## src/shared/csps_defs.svh

```systemverilog
/*
 * Constants of the colour sensor parameter store: word counts,
 * configuration indices, accepted ranges and reset values.
 * Assumes inclusion by bare name from the design files.
 */
`ifndef CSPS_DEFS_SVH
`define CSPS_DEFS_SVH
`define CSPS_CFG_WORDS 8'h11
`define CSPS_TEACH_WORDS 8'hF8
`define CSPS_RES_WORDS 8'h0E
`define CSPS_SPARE_COL 3'h7
`define CSPS_CAPTURE_CONDITION_FLAG_IX 4'h9
// configuration word indices, in transfer order
`define CSPS_IX_INTENSITY 5'h00
`define CSPS_IX_DRIVE 5'h01
`define CSPS_IX_AVERAGING_DEPTH 5'h02
`define CSPS_IX_METHOD 5'h03
`define CSPS_IX_HOLD 5'h04
`define CSPS_IX_THRESH 5'h05
`define CSPS_IX_COUNT 5'h06
`define CSPS_IX_OUTFN 5'h07
`define CSPS_IX_CAPTURE 5'h08
`define CSPS_IX_LEARN 5'h09
`define CSPS_IX_SPACE 5'h0A
`define CSPS_IX_WIN_LO 5'h0B
`define CSPS_IX_WIN_HI 5'h0C
`define CSPS_IX_CLUSTER 5'h0D
`define CSPS_IX_LIGHT 5'h0E
`define CSPS_IX_GAIN 5'h0F
`define CSPS_IX_INTEG 5'h10
// accepted upper bounds
`define CSPS_INTENSITY_MAX 16'h03E8
`define CSPS_ONE 16'h0001
`define CSPS_METHOD_MAX 16'h0004
`define CSPS_HOLD_MAX 16'h0064
`define CSPS_LEVEL_MAX 16'h0FFF
`define CSPS_COUNT_MAX 16'h001F
`define CSPS_OUTFN_MAX 16'h0002
`define CSPS_CAPTURE_MAX 16'h0006
`define CSPS_MODE3_MAX 16'h0003
`define CSPS_GAIN_MAX 16'h0008
`define CSPS_INTEG_MAX 16'h00FA
// reset values
`define CSPS_RST_INTENSITY 16'h01F4
`define CSPS_RST_HOLD 16'h0064
`define CSPS_RST_OUTFN 16'h0001
`define CSPS_RST_WIN_HI 16'h0FFF
`endif

```

## src/shared/csps_pkg.sv

```systemverilog
/*
 * Types of the colour sensor parameter store: transfer kinds,
 * mode encodings and the configuration and result carriers.
 * Assumes nothing beyond the shared defines header.
 */
package csps_pkg;
    typedef enum logic [1:0] {
        CSPS_PARAMS = 2'h0,
        CSPS_TEACH = 2'h1,
        CSPS_RESULTS = 2'h2
    } csps_kind_type;
    typedef enum logic [15:0] {
        ALWAYS_SAMPLE = 16'h0000, AUTONOMOUS_CAPTURE = 16'h0001,
        EXTERNAL_CAPTURE_A = 16'h0002, EXTERNAL_CAPTURE_B = 16'h0003,
        EXTERNAL_CAPTURE_C = 16'h0004, TRANSITION_CAPTURE = 16'h0005,
        PARAMETER_CAPTURE = 16'h0006
    } csps_capture_type;
    typedef enum logic [15:0] {
        FIRST_MATCH = 16'h0000, CLOSEST_MATCH = 16'h0001,
        MINIMUM_DISTANCE_MATCH = 16'h0002, FIVE_CHANNEL_METHOD = 16'h0003,
        PER_CHANNEL_THRESHOLD_METHOD = 16'h0004
    } csps_method_type;
    typedef enum logic [15:0] {
        ONE_HOT_HIGH = 16'h0000, BINARY_CODE = 16'h0001,
        ONE_HOT_LOW = 16'h0002
    } csps_outfn_type;
    typedef struct packed {
        logic [15:0] emitter_intensity, emitter_drive_select;
        logic [15:0] averaging_depth, match_method, failure_hold_time;
        logic [15:0] intensity_threshold, active_colour_count;
        logic [15:0] output_function, capture_mode, external_learn_mode;
        logic [15:0] colour_space_method, adaptive_window_low;
        logic [15:0] adaptive_window_high, clustering_enable;
        logic [15:0] light_source_control, receiver_amplification;
        logic [15:0] integration_length;
    } csps_cfg_type;
    typedef struct packed {
        logic [15:0] calibrated_red, calibrated_green, calibrated_blue;
        logic [15:0] chroma_first, chroma_second, luminance_value;
        logic [15:0] match_distance, matched_colour, matched_cluster;
        logic [15:0] capture_condition_flag, internal_heat_reading;
        logic [15:0] uncorrected_red, uncorrected_green, uncorrected_blue;
    } csps_result_type;
endpackage

```

## src/hw/csps_cfg_check.sv

```systemverilog
/*
 * Range and encoding check for one configuration word.
 * Assumes the index is one of the seventeen configuration slots.
 */
`timescale 1ns/1ns
`include "csps_defs.svh"
module csps_cfg_check (
    input wire logic [4:0] i_index,
    input wire logic [15:0] i_word,
    output logic o_ok
);
    // exactly one bit set: 1, 2, 4 ... 32768
    function automatic logic is_pow2(input logic [15:0] w);
        is_pow2 = (w != 16'h0000) && ((w & (w - 16'h0001)) == 16'h0000);
    endfunction

    // undefined codes are refused so the stored word stays legal
    always_comb begin
        if (i_index == `CSPS_IX_INTENSITY) o_ok = i_word <= `CSPS_INTENSITY_MAX;
        else if (i_index == `CSPS_IX_DRIVE) o_ok = i_word <= `CSPS_ONE;
        else if (i_index == `CSPS_IX_AVERAGING_DEPTH) o_ok = is_pow2(i_word);
        else if (i_index == `CSPS_IX_METHOD) o_ok = i_word <= `CSPS_METHOD_MAX;
        else if (i_index == `CSPS_IX_HOLD) o_ok = i_word <= `CSPS_HOLD_MAX;
        else if (i_index == `CSPS_IX_THRESH) o_ok = i_word <= `CSPS_LEVEL_MAX;
        else if (i_index == `CSPS_IX_COUNT)
            o_ok = (i_word >= `CSPS_ONE) && (i_word <= `CSPS_COUNT_MAX);
        else if (i_index == `CSPS_IX_OUTFN) o_ok = i_word <= `CSPS_OUTFN_MAX;
        else if (i_index == `CSPS_IX_CAPTURE) o_ok = i_word <= `CSPS_CAPTURE_MAX;
        else if (i_index == `CSPS_IX_LEARN) o_ok = i_word <= `CSPS_MODE3_MAX;
        else if (i_index == `CSPS_IX_SPACE) o_ok = i_word <= `CSPS_MODE3_MAX;
        else if (i_index == `CSPS_IX_WIN_LO) o_ok = i_word <= `CSPS_LEVEL_MAX;
        else if (i_index == `CSPS_IX_WIN_HI) o_ok = i_word <= `CSPS_LEVEL_MAX;
        else if (i_index == `CSPS_IX_CLUSTER) o_ok = i_word <= `CSPS_ONE;
        else if (i_index == `CSPS_IX_LIGHT) o_ok = i_word <= `CSPS_MODE3_MAX;
        else if (i_index == `CSPS_IX_GAIN)
            o_ok = (i_word >= `CSPS_ONE) && (i_word <= `CSPS_GAIN_MAX);
        else if (i_index == `CSPS_IX_INTEG)
            o_ok = (i_word >= `CSPS_ONE) && (i_word <= `CSPS_INTEG_MAX);
        else o_ok = 1'b0;
    end
endmodule

```

## src/hw/csps_teach_mem.sv

```systemverilog
/*
 * Teach table storage: thirty-one vectors of eight words.
 * Assumes one write port and a combinational read of the same index.
 */
`timescale 1ns/1ns
module csps_teach_mem #(
    parameter int DEPTH = 248
) (
    input wire logic i_clk,
    input wire logic i_we,
    input wire logic [7:0] i_addr,
    input wire logic [15:0] i_wdata,
    output logic [15:0] o_rdata
);
    logic [15:0] mem [DEPTH];

    // no reset: contents are data, loaded by the host before use
    always_ff @(posedge i_clk) begin
        if (i_we) begin
            mem[i_addr] <= i_wdata;
        end
    end

    assign o_rdata = mem[i_addr];
endmodule

```

## src/hw/csps_top.sv

```systemverilog
/*
 * Parameter and result store of a colour sensor, reached as ordered
 * streams of 16-bit words, low byte first, from the frame handler.
 * Assumes the frame handler and measurement core share i_clk.
 */
// Notes on behaviour
// - each word travels as two bytes
// - configuration words move strictly in listed order
// - emitter intensity accepts 0 to 1000
// - drive mode: fixed 0, adaptive 1
// - averaging depth: powers of two to 32768
// - match method encoded 0 through 4
// - failure hold time word in milliseconds
// - intensity threshold accepts 0 to 4095
// - active colour count accepts 1 to 31
// - output function encoded 0 through 2
// - capture mode encoded 0 through 6
// - external learn mode encoded 0 through 3
// - colour space method encoded 0 through 3
// - adaptive window bounds each 0 to 4095
// - clustering enable: 0 off, 1 on
// - light source control encoded 0 through 3
// - gain steps 1 to 8, 0 undefined
// - integration length accepts 1 to 250
// - teach table: 31 vectors, one block
// - vector: five columns, cluster, hold, zero spare
// - result record leaves in fixed order
// - trigger flag reads 1 when capture configured
// - temperature word passes raw device units
`timescale 1ns/1ns
`include "csps_defs.svh"
module csps_top (
    input wire logic i_clk,
    input wire logic i_sys_rst,
    input wire logic i_xfer_start,
    input wire logic i_xfer_write,
    input csps_pkg::csps_kind_type i_xfer_kind,
    input wire logic i_wr_valid,
    input wire logic [7:0] i_wr_byte,
    input wire logic i_rd_req,
    input csps_pkg::csps_result_type i_result,
    output csps_pkg::csps_cfg_type o_cfg,
    output logic o_rd_valid,
    output logic [7:0] o_rd_byte,
    output logic o_busy,
    output logic o_done,
    output logic o_reject
);
    typedef enum logic [2:0] {
        ST_IDLE = 3'b001,
        ST_WRITE = 3'b010,
        ST_READ = 3'b100
    } csps_state_type;

    csps_state_type state_reg;
    csps_pkg::csps_kind_type kind_reg;
    logic [7:0] ix_reg;
    logic hi_phase_reg;
    logic [7:0] lo_byte_reg;
    logic [0:16][15:0] cfg_reg;
    logic [0:13][15:0] snap_reg;
    logic o_rd_valid_reg;
    logic [7:0] o_rd_byte_reg;
    logic o_busy_reg;
    logic o_done_reg;
    logic o_reject_reg;
    logic [15:0] wr_word;
    logic wr_commit;
    logic rd_take;
    logic last_word;
    logic cfg_ok;
    logic tm_we;
    logic [15:0] tm_wdata;
    logic [15:0] tm_rdata;
    logic [15:0] rd_word;
    logic spare_slot;
    logic start_ok;

    // words in one block of each kind
    function automatic logic [7:0] words_of(input csps_pkg::csps_kind_type k);
        if (k == csps_pkg::CSPS_PARAMS) words_of = `CSPS_CFG_WORDS;
        else if (k == csps_pkg::CSPS_TEACH) words_of = `CSPS_TEACH_WORDS;
        else words_of = `CSPS_RES_WORDS;
    endfunction

    // a start is legal only for a known kind; results are read-only
    assign start_ok = (i_xfer_kind == csps_pkg::CSPS_PARAMS)
        || (i_xfer_kind == csps_pkg::CSPS_TEACH)
        || ((i_xfer_kind == csps_pkg::CSPS_RESULTS) && !i_xfer_write);

    // a word completes on its second byte, low byte first
    assign wr_word = {i_wr_byte, lo_byte_reg};
    assign wr_commit = (state_reg == ST_WRITE) && i_wr_valid && hi_phase_reg;
    assign rd_take = (state_reg == ST_READ) && i_rd_req;
    assign last_word = ix_reg == (words_of(kind_reg) - 8'h01);
    assign spare_slot = ix_reg[2:0] == `CSPS_SPARE_COL;

    csps_cfg_check u_check (
        .i_index(ix_reg[4:0]),
        .i_word(wr_word),
        .o_ok(cfg_ok)
    );

    // spare column is forced to zero whatever the host sends
    assign tm_we = wr_commit && (kind_reg == csps_pkg::CSPS_TEACH);
    assign tm_wdata = spare_slot ? 16'h0000 : wr_word;

    csps_teach_mem #(
        .DEPTH(248)
    ) u_teach (
        .i_clk(i_clk),
        .i_we(tm_we),
        .i_addr(ix_reg),
        .i_wdata(tm_wdata),
        .o_rdata(tm_rdata)
    );

    // word presented for reading at the current position
    always_comb begin
        rd_word = 16'h0000;
        if (kind_reg == csps_pkg::CSPS_PARAMS) begin
            rd_word = cfg_reg[ix_reg[4:0]];
        end else if (kind_reg == csps_pkg::CSPS_TEACH) begin
            rd_word = spare_slot ? 16'h0000 : tm_rdata;
        end else begin
            rd_word = snap_reg[ix_reg[3:0]];
        end
    end

    // transfer sequencing: one block per start, index walks upward
    always_ff @(posedge i_clk or posedge i_sys_rst) begin
        if (i_sys_rst) begin
            state_reg <= ST_IDLE;
            kind_reg <= csps_pkg::CSPS_PARAMS;
        end else begin
            case (state_reg)
                ST_IDLE: begin
                    if (i_xfer_start && start_ok) begin
                        kind_reg <= i_xfer_kind;
                        state_reg <= i_xfer_write ? ST_WRITE : ST_READ;
                    end
                end
                ST_WRITE: begin
                    if (wr_commit && last_word) begin
                        state_reg <= ST_IDLE;
                    end
                end
                ST_READ: begin
                    if (rd_take && hi_phase_reg && last_word) begin
                        state_reg <= ST_IDLE;
                    end
                end
                default: begin
                    state_reg <= ST_IDLE;
                end
            endcase
        end
    end

    // position within the block and byte phase within the word
    always_ff @(posedge i_clk or posedge i_sys_rst) begin
        if (i_sys_rst) begin
            ix_reg <= 8'h00;
            hi_phase_reg <= 1'b0;
            lo_byte_reg <= 8'h00;
        end else if (state_reg == ST_IDLE) begin
            ix_reg <= 8'h00;
            hi_phase_reg <= 1'b0;
        end else if ((state_reg == ST_WRITE) && i_wr_valid) begin
            if (!hi_phase_reg) begin
                lo_byte_reg <= i_wr_byte;
            end else begin
                ix_reg <= ix_reg + 8'h01;
            end
            hi_phase_reg <= !hi_phase_reg;
        end else if (rd_take) begin
            if (hi_phase_reg) begin
                ix_reg <= ix_reg + 8'h01;
            end
            hi_phase_reg <= !hi_phase_reg;
        end
    end

    // configuration words; an illegal value leaves the old one in place
    always_ff @(posedge i_clk or posedge i_sys_rst) begin
        if (i_sys_rst) begin
            cfg_reg <= '0;
            cfg_reg[`CSPS_IX_INTENSITY] <= `CSPS_RST_INTENSITY;
            cfg_reg[`CSPS_IX_AVERAGING_DEPTH] <= `CSPS_ONE;
            cfg_reg[`CSPS_IX_HOLD] <= `CSPS_RST_HOLD;
            cfg_reg[`CSPS_IX_COUNT] <= `CSPS_ONE;
            cfg_reg[`CSPS_IX_OUTFN] <= `CSPS_RST_OUTFN;
            cfg_reg[`CSPS_IX_WIN_HI] <= `CSPS_RST_WIN_HI;
            cfg_reg[`CSPS_IX_GAIN] <= `CSPS_ONE;
            cfg_reg[`CSPS_IX_INTEG] <= `CSPS_ONE;
        end else if (wr_commit && (kind_reg == csps_pkg::CSPS_PARAMS) && cfg_ok) begin
            cfg_reg[ix_reg[4:0]] <= wr_word;
        end
    end

    // record is frozen at the start of a read so all words belong together
    always_ff @(posedge i_clk or posedge i_sys_rst) begin
        if (i_sys_rst) begin
            snap_reg <= '0;
        end else if ((state_reg == ST_IDLE) && i_xfer_start && start_ok
            && (i_xfer_kind == csps_pkg::CSPS_RESULTS)) begin
            snap_reg <= i_result;
            snap_reg[`CSPS_CAPTURE_CONDITION_FLAG_IX] <= {15'h0000, (cfg_reg[`CSPS_IX_CAPTURE]
                != csps_pkg::ALWAYS_SAMPLE)};
        end
    end

    // read answer one cycle after the request
    always_ff @(posedge i_clk or posedge i_sys_rst) begin
        if (i_sys_rst) begin
            o_rd_valid_reg <= 1'b0;
            o_rd_byte_reg <= 8'h00;
        end else begin
            o_rd_valid_reg <= rd_take;
            if (rd_take) begin
                o_rd_byte_reg <= hi_phase_reg ? rd_word[15:8] : rd_word[7:0];
            end
        end
    end

    // status: busy level, done pulse, sticky reject cleared by an accepted start
    always_ff @(posedge i_clk or posedge i_sys_rst) begin
        if (i_sys_rst) begin
            o_busy_reg <= 1'b0;
            o_done_reg <= 1'b0;
            o_reject_reg <= 1'b0;
        end else begin
            o_busy_reg <= (state_reg == ST_IDLE) ? (i_xfer_start && start_ok)
                : !((wr_commit || (rd_take && hi_phase_reg)) && last_word);
            o_done_reg <= (wr_commit || (rd_take && hi_phase_reg)) && last_word;
            if ((wr_commit && (kind_reg == csps_pkg::CSPS_PARAMS) && !cfg_ok)
                || ((state_reg == ST_IDLE) && i_xfer_start && !start_ok)) begin
                o_reject_reg <= 1'b1;
            end else if ((state_reg == ST_IDLE) && i_xfer_start) begin
                o_reject_reg <= 1'b0;
            end
        end
    end

    assign o_cfg = csps_pkg::csps_cfg_type'(cfg_reg);
    assign o_rd_valid = o_rd_valid_reg;
    assign o_rd_byte = o_rd_byte_reg;
    assign o_busy = o_busy_reg;
    assign o_done = o_done_reg;
    assign o_reject = o_reject_reg;

    // stored configuration never leaves its legal set
    a_intensity_range: assert property (
        @(posedge i_clk) disable iff (i_sys_rst)
        cfg_reg[`CSPS_IX_INTENSITY] <= `CSPS_INTENSITY_MAX)
        else $error("intensity word above 1000");
    a_averaging_depth_pow2: assert property (
        @(posedge i_clk) disable iff (i_sys_rst)
        $onehot(cfg_reg[`CSPS_IX_AVERAGING_DEPTH]))
        else $error("averaging depth not a power of two");
    a_count_range: assert property (
        @(posedge i_clk) disable iff (i_sys_rst)
        (cfg_reg[`CSPS_IX_COUNT] >= `CSPS_ONE)
        && (cfg_reg[`CSPS_IX_COUNT] <= `CSPS_COUNT_MAX))
        else $error("colour count outside 1 to 31");
    a_gain_range: assert property (
        @(posedge i_clk) disable iff (i_sys_rst)
        (cfg_reg[`CSPS_IX_GAIN] != 16'h0000)
        && (cfg_reg[`CSPS_IX_GAIN] <= `CSPS_GAIN_MAX))
        else $error("gain step outside 1 to 8");
    a_reject_keeps_word: assert property (
        @(posedge i_clk) disable iff (i_sys_rst)
        (wr_commit && (kind_reg == csps_pkg::CSPS_PARAMS) && !cfg_ok)
        |=> $stable(cfg_reg) && o_reject)
        else $error("refused word changed the store");
    a_spare_zero: assert property (
        @(posedge i_clk) disable iff (i_sys_rst)
        (rd_take && (kind_reg == csps_pkg::CSPS_TEACH) && spare_slot)
        |=> o_rd_valid && (o_rd_byte == 8'h00))
        else $error("spare teach word not zero");
    a_block_end: assert property (
        @(posedge i_clk) disable iff (i_sys_rst)
        (wr_commit && (kind_reg == csps_pkg::CSPS_PARAMS) && last_word)
        |-> (ix_reg == 8'h10) ##1 (o_done && (state_reg == ST_IDLE)))
        else $error("parameter block did not end after word 17");
    a_capture_condition_flag_flag: assert property (
        @(posedge i_clk) disable iff (i_sys_rst)
        ((state_reg == ST_IDLE) && i_xfer_start && !i_xfer_write
        && (i_xfer_kind == csps_pkg::CSPS_RESULTS)) |=>
        (snap_reg[`CSPS_CAPTURE_CONDITION_FLAG_IX] == {15'h0000,
        ($past(cfg_reg[`CSPS_IX_CAPTURE]) != 16'h0000)}))
        else $error("trigger flag does not follow capture mode");
    a_read_answer: assert property (
        @(posedge i_clk) disable iff (i_sys_rst)
        rd_take |=> o_rd_valid)
        else $error("read byte not answered in one cycle");
    a_no_answer: assert property (
        @(posedge i_clk) disable iff (i_sys_rst)
        !rd_take |=> !o_rd_valid)
        else $error("read answer without a request");

    // block framing: busy follows a start, done is one cycle with busy low
    a_start_busy: assert property (
        @(posedge i_clk) disable iff (i_sys_rst)
        ((state_reg == ST_IDLE) && i_xfer_start && start_ok) |=> (o_busy && !o_done))
        else $error("accepted start did not raise busy");
    a_done_pulse: assert property (
        @(posedge i_clk) disable iff (i_sys_rst)
        o_done |-> !o_busy ##1 !o_done)
        else $error("done longer than one cycle or with busy");

    // the remaining stored words, except method, learn mode, colour space and clustering, stay inside their accepted sets
    a_drive_range: assert property (
        @(posedge i_clk) disable iff (i_sys_rst)
        cfg_reg[`CSPS_IX_DRIVE] <= `CSPS_ONE)
        else $error("drive mode word above 1");
    a_hold_range: assert property (
        @(posedge i_clk) disable iff (i_sys_rst)
        cfg_reg[`CSPS_IX_HOLD] <= `CSPS_HOLD_MAX)
        else $error("failure hold time above 100");
    a_thresh_range: assert property (
        @(posedge i_clk) disable iff (i_sys_rst)
        cfg_reg[`CSPS_IX_THRESH] <= `CSPS_LEVEL_MAX)
        else $error("intensity threshold above 4095");
    a_outfn_range: assert property (
        @(posedge i_clk) disable iff (i_sys_rst)
        cfg_reg[`CSPS_IX_OUTFN] <= `CSPS_OUTFN_MAX)
        else $error("output function code above 2");
    a_capture_range: assert property (
        @(posedge i_clk) disable iff (i_sys_rst)
        cfg_reg[`CSPS_IX_CAPTURE] <= `CSPS_CAPTURE_MAX)
        else $error("capture mode code above 6");
    a_window_range: assert property (
        @(posedge i_clk) disable iff (i_sys_rst)
        (cfg_reg[`CSPS_IX_WIN_LO] <= `CSPS_LEVEL_MAX)
        && (cfg_reg[`CSPS_IX_WIN_HI] <= `CSPS_LEVEL_MAX))
        else $error("adaptive window bound above 4095");
    a_light_range: assert property (
        @(posedge i_clk) disable iff (i_sys_rst)
        cfg_reg[`CSPS_IX_LIGHT] <= `CSPS_MODE3_MAX)
        else $error("light source code above 3");
    a_integ_range: assert property (
        @(posedge i_clk) disable iff (i_sys_rst)
        (cfg_reg[`CSPS_IX_INTEG] != 16'h0000)
        && (cfg_reg[`CSPS_IX_INTEG] <= `CSPS_INTEG_MAX))
        else $error("integration length outside 1 to 250");
endmodule

```

## config.mk

```make
export PLATFORM = sky130hd
export DESIGN_NAME = csps_top
export DESIGN_NICKNAME = d
export VERILOG_FILES = /design/src/shared/csps_pkg.sv /design/src/hw/csps_cfg_check.sv /design/src/hw/csps_teach_mem.sv /design/src/hw/csps_top.sv
export VERILOG_INCLUDE_DIRS = /design/src /design/src/shared
export SDC_FILE = /design/constraint.sdc
export NUM_CORES = 2
export LEC_CHECK = 0
export BUFFER_PORTS_ARGS = -buffer_cell sky130_fd_sc_hd__buf_2
export CAP_MARGIN = 20
export CORE_ASPECT_RATIO = 0.9
export CORE_MARGIN = 1
export CORE_UTILIZATION = 50
export CTS_BUF_LIST = sky130_fd_sc_hd__clkbuf_4 sky130_fd_sc_hd__clkbuf_8 sky130_fd_sc_hd__clkbuf_16
export CTS_CLUSTER_DIAMETER = 200
export CTS_CLUSTER_SIZE = 12
export DETAILED_ROUTE_END_ITERATION = 12
export MAX_ROUTING_LAYER = met4
export PLACE_DENSITY = 0.66
export SYNTH_ARGS = -nofsm -noshare
export SYNTH_HDL_FRONTEND = slang
export SYNTH_SLANG_ARGS = --single-unit
```

## constraint.sdc

```tcl
create_clock -name i_clk -period 21 [get_ports i_clk]
set_input_delay 4.2 -clock i_clk [delete_from_list [all_inputs] [get_ports i_clk]]
set_output_delay 4.2 -clock i_clk [all_outputs]
set_load 0.1 [all_outputs]
```

==> qor_table.md <==
| Metric | Value | Unit |
|:---|:---|:---|
| Maximum VDD drop | 0.07959 | mV |
| Most used cell along the critical path | sky130_fd_sc_hd__buf_4 | - |
| Min-delay worst type | flip-flop to flip-flop | - |
| Power per cell area | 102.0 | mW/mm^2 |
| Number of enable flip-flop cells after synthesis | 3968 | - |
| Worst setup path endpoint | o_rd_byte[4] | - |
| Residual DRC count | 0 | - |
| Final wirelength | 564.9 | mm |
| Area of the core region | 0.3508 | sq mm |
| Hold-fix buffers, CTS | 0 | - |
| Initial Utilization | 50.34 | % |
| Final critical-path required period | 7.928 | ns |
| Detailed-route wire length per cell | 39.71 | um |
| Number of flip-flops in the largest register | 3968 | - |
| Overflow left after global routing | 0 | - |
| Maximum fanout along the worst path | 81 | - |
| Die area | 0.3556 | sq mm |
| Clock tree from TritonCTS | done | - |
| Sort of element at the start of the critical path | flip-flop | - |
| Setup slack after placement | 12.84 | ns |
| Wire length of the first global-routing pass | 771.1 | mm |
| Clock buffers created by TritonCTS | 411 | - |
| Number of setup violations in the final report | 0 | - |
| CP Data Arrival Time | 8.76 | ns |
| Quantity of gates resized following cts | 0 | - |
| Clock Root Buffer | sky130_fd_sc_hd__clkbuf_16 | - |
| Number of warnings reported in the yosys synthesis log | 0 | - |
| Worst Max-Slew Pin Slew | 1.301 | ns |
| Result of the run | complete, no violations | - |
| Final antenna-violating net count | 0 | - |
| Most common cell after layout, fill and taps aside | sky130_fd_sc_hd__edfxtp_1 | - |
| Post-DR vias/cell | 6.702 | - |
| Number of post-CTS setup repair buffers | 0 | - |
| Fraction of the yosys area taken by sequential cells | 74.79 | % |
| Launching instance or port of the critical path | ix_reg[0] | - |
| Via count of the first global-routing pass | 92450 | - |
| GRT Resource Usage Total | 32.41 | % |
| Leading cell types by total area after synthesis | sky130_fd_sc_hd__edfxtp_1 (67%), sky130_fd_sc_hd__mux4_2 (14%), sky130_fd_sc_hd__dfrtp_1 (6.9%) | - |
| Iteration-0 DRC count of the detailed router | 15110 | - |
| Endpoint of the worst register-to-register path | o_rd_byte[4] | - |
| Fraction of final layout cells with drive strength greater than 1 | 33.96 | % |
| Die width | 628.5 | um |
| Ys async rst share | 11.49 | % |
| Placer Congestion | 0.9992 | - |
| Most frequent cells in the layout | sky130_fd_sc_hd__edfxtp_1 (3968), sky130_fd_sc_hd__mux4_2 (1094), sky130_fd_sc_hd__buf_2 (507) | - |
| Number of levels the H-tree was split into | 5 | - |
| Number of vias after detailed routing | 95330 | - |
| Cell Count Post-Placement | 13620 | - |
| Leading area contributor after synthesis | sky130_fd_sc_hd__edfxtp_1 | - |
| Area share of the leading cell type in the synthesized netlist | 67.47 | % |
| Vertical extent of the die | 565.8 | um |
| Final non-filler cell total | 14220 | - |
| Average footprint of a synthesized cell | 20.72 | sq um |
| Final critical-path share of the clock period | 37.75 | % |
| Setup repair after global routing missed its margin | false | - |
| Highest achievable clock rate | 0.1261 | GHz |
| Number of antenna violations at the first check in global routing | 37 | - |
| Layout overhead on the synthesized area | 12.73 | % |
| Data required time of the critical path | 21.83 | ns |
| Leakage power | 66.06 | nW |
| First-pass iteration count of the detailed router | 8 | - |
| Number of sinks driven by the clock tree | 4483 | - |
| Worst slew margin | 13.25 | % |
| Clock slew seen by the registers of the worst setup and hold paths | 0.07 | ns |
| Main flop type after synthesis | sky130_fd_sc_hd__edfxtp_1 | - |
| Number of port buffers | 507 | - |
| Unique masters post-synth | 93 | - |
| Number of core rows | 206 | - |
| Flops & latches, synth | 4483 | - |
| Worst Hold Depth | 1 | - |
| Final Slew Violations | 0 | - |
| CP Class | flip-flop to flip-flop | - |
| Final worst-path setup slack | 13.07 | ns |
| Number of nets in the finished design | 9632 | - |
| Final core occ | 56.76 | % |
| Clock skew after layout | 0.05099 | ns |
| Count of endpoints failing hold in the final timing report | 0 | - |
| Clock Latency Late Sink | 0.99 | ns |
| Maximum number of pins on one net before global-route repair | 220 | - |
| Type of element capturing the critical path | flip-flop | - |
| Dpl hpwl | 365.2 | mm |
| Crit-path max cell delay | 0.83 | ns |
| CP max-delay cell | sky130_fd_sc_hd__buf_4 | - |
| Cell chain of the critical path | buf_12 > buf_4 > buf_4 > buf_4 > buf_4 > mux4_2 > mux4_2 > a2111oi_0 > a31oi_1 > or3_1 > o211ai_1 > nand3_1 | - |
| IO Pins | 524 | - |
| R2R Path Start | ix_reg[0] | - |
| Cells on worst reg2reg path | 12 | - |
| Netlist area before placement | 0.1766 | sq mm |
| Maxcap violations | 0 | - |
| Net Count, Synth | 8768 | - |
| Mapped Cells | 8522 | - |
| Final-layout setup total negative slack | 0 | ns |
| Clock buffer depth | 4 | - |
| Reg2reg setup slack | 13.07 | ns |
## routing by layer
| metal | global-route usage [%] | up-vias | routed length, um |
|---|---|---|---|
| li1 | - | 36770 | - |
| met1 | 42.85 | 50770 | 207000 |
| met2 | 46.30 | 6678 | 251800 |
| met3 | 9.606 | 1111 | 72930 |
| met4 | 15.69 | 0 | 33040 |
| met5 | - | - | 0 |
## worst max-delay path: cells and delay by family, from the launching register on
kind	cells	cell delay, ns
multiplexers	2	1.20
flip-flops	1	0.66
AO/OA/AOI/OAI	3	1.50
buffers and inverters	5	3.42
AND/OR/NAND/NOR	2	0.62
## cells in the mapped netlist, types with 16 or more instances
cell	count
sky130_fd_sc_hd__nand3_1	83
sky130_fd_sc_hd__dfstp_2	27
sky130_fd_sc_hd__a22oi_1	130
sky130_fd_sc_hd__o22ai_1	67
sky130_fd_sc_hd__nor2_1	362
sky130_fd_sc_hd__buf_2	121
sky130_fd_sc_hd__nor3_1	45
sky130_fd_sc_hd__o211ai_1	21
sky130_fd_sc_hd__mux4_2	1094
sky130_fd_sc_hd__dfrtp_1	488
sky130_fd_sc_hd__mux2_4	38
sky130_fd_sc_hd__nand4_1	18
sky130_fd_sc_hd__nor2b_1	28
sky130_fd_sc_hd__a221oi_1	24
sky130_fd_sc_hd__a31oi_1	32
sky130_fd_sc_hd__buf_1	63
sky130_fd_sc_hd__clkbuf_1	296
sky130_fd_sc_hd__a22o_1	17
sky130_fd_sc_hd__nor4_1	24
sky130_fd_sc_hd__o21ai_0	85
sky130_fd_sc_hd__a211oi_1	16
sky130_fd_sc_hd__mux2i_1	313
sky130_fd_sc_hd__a21oi_1	123
sky130_fd_sc_hd__mux2_2	364
sky130_fd_sc_hd__edfxtp_1	3968
sky130_fd_sc_hd__and2_1	114
sky130_fd_sc_hd__nand2_1	241
sky130_fd_sc_hd__buf_4	46
## area by class of cell
class | count | area, sq um
multi-input cells | 3489 | 42670
inverters | 17 | 82.58
well taps | 4680 | 5856
flip-flops and latches | 4483 | 132100
clock inverters | 23 | 401.6
diodes | 41 | 102.6
fillers | 25810 | 151700
repair buffers | 984 | 6809
clock buffers | 507 | 11080
## power breakdown
group          switching, W  internal [W]
sequential         0.000238        0.0105
clock               0.00317       0.00367
combinational       0.00182      0.000857
total               0.00522        0.0151
## per-stage QoR
| step | instance area [sq um] | hold WS (ns) | total power [W] |
|---|---|---|---|
| after CTS | 198400 | 0.5013 | 0.02032 |
| final | 199100 | 0.5033 | 0.02030 |
| after floorplan | 176600 | 0.4452 | 0.01263 |
| after global routing | 199000 | 0.5077 | 0.02080 |
| after global placement | 186600 | 0.4820 | 0.01350 |
| after detailed placement | 186900 | 0.4881 | 0.01360 |
## how the worst min path moves through the flow
| stage | end | from |
|---|---|---|
| 5_1_grt | snap_reg[126] | snap_reg[126] |
| 2_1_floorplan | snap_reg[64] | snap_reg[64] |
| 6_report | snap_reg[126] | snap_reg[126] |
| 3_5_place_dp | snap_reg[126] | snap_reg[126] |
| 4_1_cts | snap_reg[32] | snap_reg[32] |
| 3_3_place_gp | o_cfg[268] | o_cfg[268] |
## cell families after synthesis
family	Yosys count	synth area share (%)
buffers and inverters	550	1.384
XOR/XNOR	5	0.02480
flip-flops	4483	74.79
adder cells (fa/ha/maj)	8	0.05384
AND/OR/NAND/NOR	1019	2.763
AO/OA/AOI/OAI	647	2.614
multiplexers	1810	18.38
Power figures use the tool's default switching activity.
